### config.mk
export PLATFORM = sky130hd
export DESIGN_NAME = srcir_top
export DESIGN_NICKNAME = d
export VERILOG_FILES = /design/src/pkg/srcir_pkg.sv /design/src/verilog/srcir_top.sv
export SDC_FILE = /design/constraint.sdc
export NUM_CORES = 1
export LEC_CHECK = 0
export ABC_AREA = 1
export BUFFER_PORTS_ARGS = -buffer_cell sky130_fd_sc_hd__buf_2
export CAP_MARGIN = 30
export CORE_MARGIN = 1.5
export CORE_UTILIZATION = 30
export CTS_CLUSTER_DIAMETER = 40
export DETAILED_ROUTE_END_ITERATION = 12
export GPL_TIMING_DRIVEN = 0
export SLEW_MARGIN = 20
export SYNTH_ARGS = -nofsm -noshare
export SYNTH_HDL_FRONTEND = slang
export SYNTH_SLANG_ARGS = --single-unit
### constraint.sdc
create_clock -name CORE_CLK_I -period 3.1 [get_ports CORE_CLK_I]
set_input_delay 0.31 -clock CORE_CLK_I [delete_from_list [all_inputs] [get_ports CORE_CLK_I]]
set_output_delay 0.31 -clock CORE_CLK_I [all_outputs]
set_load 0.005 [all_outputs]
### src/pkg/srcir_pkg.sv
// Package for the source interrupt router: map, widths, reset values
`default_nettype none
package srcir_pkg;
    localparam int unsigned SRC_W = 25;
    localparam int unsigned DST_N = 4;
    localparam int unsigned ADDR_W = 8;
    // Register byte offsets
    localparam logic [7:0] OFF_RAW = 8'h00;
    localparam logic [7:0] OFF_TRIG = 8'h04;
    localparam logic [7:0] OFF_FORCE = 8'h08;
    localparam logic [7:0] OFF_LATCH = 8'h0c;
    localparam logic [7:0] OFF_BYPASS = 8'h10;
    localparam logic [7:0] OFF_ENA = 8'h14;
    localparam logic [7:0] OFF_ENA_CLR = 8'h18;
    localparam logic [7:0] OFF_ENA_SET = 8'h1c;
    localparam logic [7:0] OFF_ACTIVE = 8'h20;
    localparam logic [7:0] OFF_MAP0 = 8'h24;
    localparam logic [7:0] OFF_DACT0 = 8'h34;
    localparam logic [7:0] OFF_STRIDE = 8'h04;
    // Reset values
    localparam logic [24:0] RST_TRIG = 25'h0000000;
    localparam logic [24:0] RST_BYPASS = 25'h0000001;
    localparam logic [24:0] RST_ENA = 25'h0000000;
    localparam logic [24:0] RST_MAP = 25'h0000000;
    localparam logic [24:0] RST_LATCH = 25'h0000000;
    // AXI responses
    localparam logic [1:0] RESP_OKAY = 2'h0;
    localparam logic [1:0] RESP_SLVERR = 2'h2;

    typedef struct packed {
        logic [1:0] resp;
        logic [31:0] data;
    } srcir_rd_t;
endpackage : srcir_pkg
`default_nettype wire

### src/verilog/srcir_top.sv
// Source interrupt router with AXI4-Lite register slave
//
// The implementer's own choices: register access over AXI4-Lite and the register addresses.
`default_nettype none
module srcir_top #(
    parameter int unsigned SRC_W = srcir_pkg::SRC_W,
    parameter int unsigned DST_N = srcir_pkg::DST_N
) (
    // Clock and reset
    input wire logic CORE_CLK_I,
    input wire logic ARST_N_I,
    // Interrupt sources, polarity already corrected
    input wire logic [SRC_W-1:0] SRC_IRQ_I,
    // Destination interrupts
    output logic [DST_N-1:0] DST_IRQ_O,
    // AXI4-Lite write address
    input wire logic S_AXI_AWVALID_I,
    output logic S_AXI_AWREADY_O,
    input wire logic [7:0] S_AXI_AWADDR_I,
    input wire logic [2:0] S_AXI_AWPROT_I,
    // AXI4-Lite write data
    input wire logic S_AXI_WVALID_I,
    output logic S_AXI_WREADY_O,
    input wire logic [31:0] S_AXI_WDATA_I,
    input wire logic [3:0] S_AXI_WSTRB_I,
    // AXI4-Lite write response
    output logic S_AXI_BVALID_O,
    input wire logic S_AXI_BREADY_I,
    output logic [1:0] S_AXI_BRESP_O,
    // AXI4-Lite read address
    input wire logic S_AXI_ARVALID_I,
    output logic S_AXI_ARREADY_O,
    input wire logic [7:0] S_AXI_ARADDR_I,
    input wire logic [2:0] S_AXI_ARPROT_I,
    // AXI4-Lite read data
    output logic S_AXI_RVALID_O,
    input wire logic S_AXI_RREADY_I,
    output logic [31:0] S_AXI_RDATA_O,
    output logic [1:0] S_AXI_RRESP_O
);
    // ---------------------------------------------------------------
    // Source synchronisers
    // ---------------------------------------------------------------
    logic [SRC_W-1:0] src_m_q;
    logic [SRC_W-1:0] raw_q;
    logic [SRC_W-1:0] raw_prev_q;
    always_ff @(posedge CORE_CLK_I or negedge ARST_N_I) begin
        if (!ARST_N_I) begin
            src_m_q <= '0;
            raw_q <= '0;
            raw_prev_q <= '0;
        end else begin
            src_m_q <= SRC_IRQ_I;
            raw_q <= src_m_q;
            raw_prev_q <= raw_q;
        end
    end

    // ---------------------------------------------------------------
    // Write channel capture
    // ---------------------------------------------------------------
    logic aw_full_q;
    logic w_full_q;
    logic [7:0] aw_addr_q;
    logic [31:0] w_data_q;
    logic [3:0] w_strb_q;
    logic wr_fire;
    assign wr_fire = aw_full_q && w_full_q && !S_AXI_BVALID_O;

    always_ff @(posedge CORE_CLK_I or negedge ARST_N_I) begin
        if (!ARST_N_I) begin
            aw_full_q <= 1'b0;
            w_full_q <= 1'b0;
            aw_addr_q <= '0;
            w_data_q <= '0;
            w_strb_q <= '0;
        end else begin
            if (S_AXI_AWVALID_I && S_AXI_AWREADY_O) begin
                aw_full_q <= 1'b1;
                aw_addr_q <= S_AXI_AWADDR_I;
            end else if (wr_fire) begin
                aw_full_q <= 1'b0;
            end
            if (S_AXI_WVALID_I && S_AXI_WREADY_O) begin
                w_full_q <= 1'b1;
                w_data_q <= S_AXI_WDATA_I;
                w_strb_q <= S_AXI_WSTRB_I;
            end else if (wr_fire) begin
                w_full_q <= 1'b0;
            end
        end
    end

    always_ff @(posedge CORE_CLK_I or negedge ARST_N_I) begin
        if (!ARST_N_I) begin
            S_AXI_AWREADY_O <= 1'b0;
            S_AXI_WREADY_O <= 1'b0;
        end else begin
            S_AXI_AWREADY_O <= !aw_full_q && !(S_AXI_AWVALID_I && S_AXI_AWREADY_O);
            S_AXI_WREADY_O <= !w_full_q && !(S_AXI_WVALID_I && S_AXI_WREADY_O);
        end
    end

    // ---------------------------------------------------------------
    // Address decode
    // ---------------------------------------------------------------
    function automatic logic [4:0] dec_idx(input logic [7:0] a);
        // Word index 0..16 for mapped words, 31 when unmapped
        if (a[1:0] != 2'h0
                || a > 8'(srcir_pkg::OFF_DACT0 + (DST_N - 1) * srcir_pkg::OFF_STRIDE)) begin
            return 5'h1f;
        end
        return a[6:2];
    endfunction : dec_idx

    logic [4:0] wr_idx;
    logic wr_full_word;
    assign wr_idx = dec_idx(aw_addr_q);
    assign wr_full_word = (w_strb_q == 4'hf);
    logic [SRC_W-1:0] wbits;
    assign wbits = w_data_q[SRC_W-1:0];

    function automatic logic hit(input logic [4:0] idx, input logic [7:0] off);
        return idx == off[6:2];
    endfunction : hit

    logic wr_trig, wr_force, wr_latch, wr_bypass, wr_ena, wr_ena_clr, wr_ena_set;
    assign wr_trig = wr_fire && wr_full_word && hit(wr_idx, srcir_pkg::OFF_TRIG);
    assign wr_force = wr_fire && wr_full_word && hit(wr_idx, srcir_pkg::OFF_FORCE);
    assign wr_latch = wr_fire && wr_full_word && hit(wr_idx, srcir_pkg::OFF_LATCH);
    assign wr_bypass = wr_fire && wr_full_word && hit(wr_idx, srcir_pkg::OFF_BYPASS);
    assign wr_ena = wr_fire && wr_full_word && hit(wr_idx, srcir_pkg::OFF_ENA);
    assign wr_ena_clr = wr_fire && wr_full_word && hit(wr_idx, srcir_pkg::OFF_ENA_CLR);
    assign wr_ena_set = wr_fire && wr_full_word && hit(wr_idx, srcir_pkg::OFF_ENA_SET);

    // ---------------------------------------------------------------
    // Configuration registers
    // ---------------------------------------------------------------
    logic [SRC_W-1:0] trig_q;
    logic [SRC_W-1:0] bypass_q;
    logic [SRC_W-1:0] ena_q;
    logic [SRC_W-1:0] map_q [DST_N];

    always_ff @(posedge CORE_CLK_I or negedge ARST_N_I) begin
        if (!ARST_N_I) begin
            trig_q <= srcir_pkg::RST_TRIG;
            bypass_q <= srcir_pkg::RST_BYPASS;
        end else begin
            if (wr_trig) trig_q <= wbits;
            if (wr_bypass) bypass_q <= wbits;
        end
    end

    always_ff @(posedge CORE_CLK_I or negedge ARST_N_I) begin
        if (!ARST_N_I) begin
            ena_q <= srcir_pkg::RST_ENA;
        end else if (wr_ena) begin
            ena_q <= wbits;
        end else if (wr_ena_clr) begin
            ena_q <= ena_q & ~wbits;
        end else if (wr_ena_set) begin
            ena_q <= ena_q | wbits;
        end
    end

    for (genvar d = 0; d < DST_N; d++) begin : g_map
        logic wr_map;
        assign wr_map = wr_fire && wr_full_word
            && (wr_idx == 5'(srcir_pkg::OFF_MAP0[6:2] + d));
        always_ff @(posedge CORE_CLK_I or negedge ARST_N_I) begin
            if (!ARST_N_I) begin
                map_q[d] <= srcir_pkg::RST_MAP;
            end else if (wr_map) begin
                map_q[d] <= wbits;
            end
        end
    end

    // ---------------------------------------------------------------
    // Latched status
    // ---------------------------------------------------------------
    logic [SRC_W-1:0] latch_q;
    logic [SRC_W-1:0] event_set;
    logic [SRC_W-1:0] latch_clr;
    // Level: raw high; edge: raw changed; plus one-shot force
    assign event_set = (~trig_q & raw_q)
        | (trig_q & (raw_q ^ raw_prev_q))
        | (wr_force ? wbits : '0);
    assign latch_clr = wr_latch ? wbits : '0;

    always_ff @(posedge CORE_CLK_I or negedge ARST_N_I) begin
        if (!ARST_N_I) begin
            latch_q <= srcir_pkg::RST_LATCH;
        end else begin
            latch_q <= (latch_q & ~latch_clr) | event_set;
        end
    end

    // ---------------------------------------------------------------
    // Active sources and destinations
    // ---------------------------------------------------------------
    logic [SRC_W-1:0] active;
    assign active = ((bypass_q & raw_q)
        | (~bypass_q & latch_q)) & ena_q;

    always_ff @(posedge CORE_CLK_I or negedge ARST_N_I) begin
        if (!ARST_N_I) begin
            DST_IRQ_O <= '0;
        end else begin
            for (int d = 0; d < DST_N; d++) begin
                DST_IRQ_O[d] <= |(active & map_q[d]);
            end
        end
    end

    // ---------------------------------------------------------------
    // Write response
    // ---------------------------------------------------------------
    always_ff @(posedge CORE_CLK_I or negedge ARST_N_I) begin
        if (!ARST_N_I) begin
            S_AXI_BVALID_O <= 1'b0;
            S_AXI_BRESP_O <= srcir_pkg::RESP_OKAY;
        end else if (wr_fire) begin
            S_AXI_BVALID_O <= 1'b1;
            S_AXI_BRESP_O <= (wr_idx == 5'h1f) ? srcir_pkg::RESP_SLVERR
                : srcir_pkg::RESP_OKAY;
        end else if (S_AXI_BREADY_I) begin
            S_AXI_BVALID_O <= 1'b0;
        end
    end

    // ---------------------------------------------------------------
    // Read path
    // ---------------------------------------------------------------
    function automatic srcir_pkg::srcir_rd_t rd_word(input logic [4:0] idx,
            input logic [SRC_W-1:0] raw, input logic [SRC_W-1:0] trg,
            input logic [SRC_W-1:0] lat, input logic [SRC_W-1:0] byp,
            input logic [SRC_W-1:0] ena, input logic [SRC_W-1:0] act,
            input logic [DST_N*SRC_W-1:0] maps);
        srcir_pkg::srcir_rd_t r;
        logic [SRC_W-1:0] v;
        r = '{resp: srcir_pkg::RESP_OKAY, data: 32'h0};
        v = '0;
        if (idx == srcir_pkg::OFF_RAW[6:2]) v = raw;
        else if (idx == srcir_pkg::OFF_TRIG[6:2]) v = trg;
        else if (idx == srcir_pkg::OFF_LATCH[6:2]) v = lat;
        else if (idx == srcir_pkg::OFF_BYPASS[6:2]) v = byp;
        else if (idx == srcir_pkg::OFF_ENA[6:2]) v = ena;
        else if (idx == srcir_pkg::OFF_ACTIVE[6:2]) v = act;
        else if (idx >= srcir_pkg::OFF_MAP0[6:2] && idx < srcir_pkg::OFF_DACT0[6:2])
            v = maps[(idx - srcir_pkg::OFF_MAP0[6:2]) * SRC_W +: SRC_W];
        else if (idx >= srcir_pkg::OFF_DACT0[6:2]
                && idx < 5'(srcir_pkg::OFF_DACT0[6:2] + DST_N))
            v = act & maps[(idx - srcir_pkg::OFF_DACT0[6:2]) * SRC_W +: SRC_W];
        else if (idx == 5'h1f) r.resp = srcir_pkg::RESP_SLVERR;
        r.data = {{(32 - SRC_W){1'b0}}, v};
        return r;
    endfunction : rd_word

    logic [DST_N*SRC_W-1:0] maps_flat;
    for (genvar d = 0; d < DST_N; d++) begin : g_flat
        assign maps_flat[d*SRC_W +: SRC_W] = map_q[d];
    end

    srcir_pkg::srcir_rd_t rd_res;
    assign rd_res = rd_word(dec_idx(S_AXI_ARADDR_I), raw_q, trig_q, latch_q,
        bypass_q, ena_q, active, maps_flat);

    always_ff @(posedge CORE_CLK_I or negedge ARST_N_I) begin
        if (!ARST_N_I) begin
            S_AXI_ARREADY_O <= 1'b0;
            S_AXI_RVALID_O <= 1'b0;
            S_AXI_RDATA_O <= '0;
            S_AXI_RRESP_O <= srcir_pkg::RESP_OKAY;
        end else begin
            S_AXI_ARREADY_O <= !S_AXI_RVALID_O && !(S_AXI_ARVALID_I && S_AXI_ARREADY_O);
            if (S_AXI_ARVALID_I && S_AXI_ARREADY_O) begin
                S_AXI_RVALID_O <= 1'b1;
                S_AXI_RDATA_O <= rd_res.data;
                S_AXI_RRESP_O <= rd_res.resp;
            end else if (S_AXI_RREADY_I) begin
                S_AXI_RVALID_O <= 1'b0;
            end
        end
    end

    // ---------------------------------------------------------------
    // Assertions
    // ---------------------------------------------------------------
    property p_level_hold;
        @(posedge CORE_CLK_I) disable iff (!ARST_N_I)
        (!trig_q[1] && raw_q[1]) |=> latch_q[1];
    endproperty
    a_level_hold: assert property (p_level_hold) else $error("level bit not held");

    property p_edge_set;
        @(posedge CORE_CLK_I) disable iff (!ARST_N_I)
        (trig_q[2] && (raw_q[2] != raw_prev_q[2])) |=> latch_q[2];
    endproperty
    a_edge_set: assert property (p_edge_set) else $error("edge not latched");

    property p_force;
        @(posedge CORE_CLK_I) disable iff (!ARST_N_I)
        wr_force |=> ((latch_q & $past(wbits)) == $past(wbits));
    endproperty
    a_force: assert property (p_force) else $error("force did not set");

    property p_sticky;
        @(posedge CORE_CLK_I) disable iff (!ARST_N_I)
        !wr_latch |=> ((latch_q & $past(latch_q)) == $past(latch_q));
    endproperty
    a_sticky: assert property (p_sticky) else $error("latched bit dropped");

    property p_ena_clr;
        @(posedge CORE_CLK_I) disable iff (!ARST_N_I)
        wr_ena_clr |=> (ena_q == ($past(ena_q) & ~$past(wbits)));
    endproperty
    a_ena_clr: assert property (p_ena_clr) else $error("enable clear wrong");

    property p_ena_set;
        @(posedge CORE_CLK_I) disable iff (!ARST_N_I)
        wr_ena_set |=> (ena_q == ($past(ena_q) | $past(wbits)));
    endproperty
    a_ena_set: assert property (p_ena_set) else $error("enable set wrong");

    property p_dst;
        @(posedge CORE_CLK_I) disable iff (!ARST_N_I)
        ##1 DST_IRQ_O[0] == |($past(active) & $past(map_q[0]));
    endproperty
    a_dst: assert property (p_dst) else $error("destination 0 wrong");

    property p_gate;
        @(posedge CORE_CLK_I) disable iff (!ARST_N_I)
        !ena_q[3] |-> !active[3];
    endproperty
    a_gate: assert property (p_gate) else $error("disabled source active");

    property p_bypass;
        @(posedge CORE_CLK_I) disable iff (!ARST_N_I)
        (bypass_q[4] && ena_q[4]) |-> (active[4] == raw_q[4]);
    endproperty
    a_bypass: assert property (p_bypass) else $error("bypass not raw");

    property p_w1c;
        @(posedge CORE_CLK_I) disable iff (!ARST_N_I)
        wr_latch |=> ((latch_q & $past(wbits & ~event_set)) == '0);
    endproperty
    a_w1c: assert property (p_w1c) else $error("write-one clear failed");

    property p_dst_last;
        @(posedge CORE_CLK_I) disable iff (!ARST_N_I)
        ##1 DST_IRQ_O[DST_N-1] == |($past(active) & $past(map_q[DST_N-1]));
    endproperty
    a_dst_last: assert property (p_dst_last) else $error("last destination wrong");

    c_force: cover property (@(posedge CORE_CLK_I) wr_force);
    c_clear: cover property (@(posedge CORE_CLK_I) wr_latch && |latch_q);
    c_dst: cover property (@(posedge CORE_CLK_I) |DST_IRQ_O);
    c_edge: cover property (@(posedge CORE_CLK_I) |(trig_q & (raw_q ^ raw_prev_q)));
    c_bypass: cover property (@(posedge CORE_CLK_I) |(bypass_q & raw_q & ena_q));
endmodule : srcir_top
`default_nettype wire

==> results.json <==
{
  "post_drt_wl_per_cell_um": 33.91,
  "hp-start": "S_AXI_WDATA_I[13]",
  "finalSetupViolCount": 25,
  "clkPwrFrac_pct": 29.2,
  "end_kind": "flip-flop",
  "cts_buffers": 37,
  "synth-seq-area-share_pct": 29.64,
  "yosysWarnings": 0,
  "slew_violations": 0,
  "worst_path_most_repeated_cell": "nand2_1",
  "rr_worst_depth": 24,
  "placementRows": 114,
  "final_nets": 5239,
  "stdcell_count": 6424,
  "dr.pass1.iters": 7,
  "pwr-share-comb_pct": 37.6,
  "cts.sinks": 350,
  "grt_usage_pct": 42.44,
  "critical_path_arrival_ns": 6.56,
  "power.density_mw_per_mm2": 400.7,
  "synth_cell_types": 54,
  "synthArstFlopShare_pct": 100.0,
  "place.detailed.hpwl_um": 176500,
  "clk_latency_ns": 0.56,
  "worstSetupStartpointType": "primary input",
  "setup_ws_ns": -3.015,
  "gr-total-overflow": 0,
  "routed_via_density": 6.093,
  "crit_fanout": 10,
  "p_sw_uw": 6592,
  "dpl.cell_count": 6226,
  "path_clk_slew_ns": 0.06,
  "crit_start": "S_AXI_ARADDR_I[2]",
  "root_buffer": "clkbuf_16",
  "layout_commonest_cell": "nand2_1",
  "die_y_um": 316.9,
  "drt_drc_violations_left": 0,
  "drive_gt1_share_pct": 23.68,
  "ys_seq_elements": 350,
  "synth_area_per_cell_um2": 6.146,
  "status": "complete, but fails checks",
  "hold_path_depth": 3,
  "p_leak_uw": 0.01678,
  "r2r_start": "map_q[92]$_DFFE_PN0P_",
  "grt_antenna_before_repair": 8,
  "required_ns": 3.55,
  "globalplace.congestion": 1.115,
  "vias": 39140,
  "ir_drop_uv": 494.1,
  "syn-cell-area_mm2": 0.02956,
  "nFillCells": 10467,
  "synth_edf_count": 0,
  "initial_core_util_pct": 30.43,
  "slowest_stage": "fa_1",
  "totalNegativeSetupSlack_ns": -72.82,
  "seqPwrFrac_pct": 33.2,
  "io_pins": 135,
  "die-width_um": 316.9,
  "postLayoutCoreUtil_pct": 40.54,
  "p_int_uw": 9188,
  "antenna_left": 0,
  "ys.flop_type": "dfrtp_1",
  "grt_pass1_vias": 37331,
  "wirelength_um": 217800,
  "fin_crit_ns": 6.115,
  "slowest_delay_ns": 0.58,
  "synth_cells": 4809,
  "grt_pass1_wl_um": 296000,
  "core_mm2": 0.09714,
  "multiInputGateArea_mm2": 0.02223,
  "violations": "setup timing",
  "cap_violations": 0,
  "dieArea_mm2": 0.1004,
  "drt_iter0_drc": 5641,
  "rsz0062_at_grt": "true",
  "relSlewSlack_pct": 21.69,
  "cts_tree": "done",
  "timing.final.crit_share_pct": 197.3,
  "grt_max_degree": 98,
  "seq_area_mm2": 0.008760,
  "critPathKind": "in2reg",
  "cts_max_level": 2,
  "swShare_pct": 41.78,
  "most-common-layout-cells": "nand2_1, nand3_1, dfrtp_1",
  "hold_class": "in2reg",
  "whs_ns": 0.01177,
  "tightestPinTransition_ns": 1.175,
  "area_growth_pct": 33.23,
  "portBuffers": 112,
  "finalClockSkew_ns": 0.03470,
  "clock_path_buffers": 3,
  "max_freq_mhz": 163.5,
  "finalHoldViolCount": 0
}
-- sequential cells by signal, indices dropped and copies added, names as in the netlist, named ones only --
name / flops
DST_IRQ_O: 4
S_AXI_ARREADY_O: 1
S_AXI_AWREADY_O: 1
S_AXI_BRESP_O: 1
S_AXI_BVALID_O: 1
S_AXI_RDATA_O: 25
S_AXI_RRESP_O: 1
S_AXI_RVALID_O: 1
S_AXI_WREADY_O: 1
aw_addr_q: 8
aw_full_q: 1
bypass_q: 25
latch_q: 25
map_q: 100
raw_prev_q: 25
raw_q: 25
src_m_q: 25
trig_q: 25
w_data_q: 25
w_full_q: 1
w_strb_q: 4
-- worst paths after layout --
kind / to / slack (ns)
max in group asynchronous: map_q[28]$_DFFE_PN0P_ / 1.41
hold reg to reg: raw_q[1]$_DFF_PN0_ / 0.35
setup / recovery: S_AXI_RDATA_O[24]$_DFFE_PN0P_ / -3.01
min in group asynchronous: src_m_q[18]$_DFF_PN0_ / 0.33
setup reg to reg: S_AXI_RDATA_O[17]$_DFFE_PN0P_ / -1.82
hold / removal: w_data_q[13]$_DFFE_PN0P_ / 0.01
-- power groups by stage --
stage          clock, µW  sequential, µW  combinational [µW]
2_1_floorplan          0            5210                2410
3_3_place_gp           0            5310                4650
3_5_place_dp           0            5310                4640
4_1_cts             4670            5230                5530
5_1_grt             4830            5290                6070
6_report            4610            5240                5930
-- cell type report --
cell class	count	area share [%]
Timing Repair Buffer	262	5.742
Clock inverter	16	0.5179
Multi-Input combinational cell	3788	56.46
Clock buffer	52	2.675
Buffer	343	5.039
Tap cell	1276	4.054
Antenna cell	4	0.02542
Sequential cell	350	22.25
Inverter	333	3.244
-- per-stage QoR --
stage | setup slack [ns] | total power [µW] | cell area, µm²
after floorplan | -2.332 | 7624 | 29950
after global placement | -5.274 | 9955 | 32110
after detailed placement | -5.148 | 9954 | 32410
after CTS | -2.870 | 15430 | 38240
after global routing | -3.166 | 16180 | 39370
final | -3.015 | 15780 | 39380
-- repair_timing --
| item | CTS | global route |
|---|---|---|
| endpoints found under the setup margin | 45 | 64 |
| buffers inserted | 62 | 16 |
| cloned | 6 | 1 |
| hold buffers | 40 | 0 |
| pin swaps | 217 | 113 |
| hold endpoints to repair | 109 | 0 |
| resized for setup | 813 | 227 |
-- layer usage --
layer | vias to the layer above | global-route usage, % | routed length, µm
li1 | 16873 | - | -
met1 | 18785 | 51.14 | 81850
met2 | 2641 | 63.93 | 91270
met3 | 829 | 11.34 | 22840
met4 | 12 | 33.66 | 21790
met5 | - | 0 | 75
-- worst max-delay path: cells and delay by family --
kind	cells	cell delay, ns
simple gates	26	3.02
compound gates	1	0.36
buf+inv	13	1.39
fa+ha+maj	5	1.42
-- cells in the mapped netlist, drive strengths merged, types with 40 or more instances --
master / instances / area share, %
inv: 325 / 4.1
nand3: 1122 / 19
clkbuf: 155 / 2.0
a21oi: 169 / 2.9
dfrtp: 349 / 30
buf: 192 / 3.3
o211ai: 70 / 1.8
nand4: 43 / 0.91
nand2: 1392 / 18
o21ai: 452 / 7.7
nor3: 40 / 0.68
nor2: 264 / 3.4
-- cell families after synthesis --
logic type / share of synthesized area [%]
xor+xnor: 0.6816
simple gates: 42.66
buf+inv: 9.537
flops: 29.64
compound gates: 15.24
fa+ha+maj: 1.642
other cells: 0.01269
mux: 0.5842
Power figures use the tool's default switching activity.
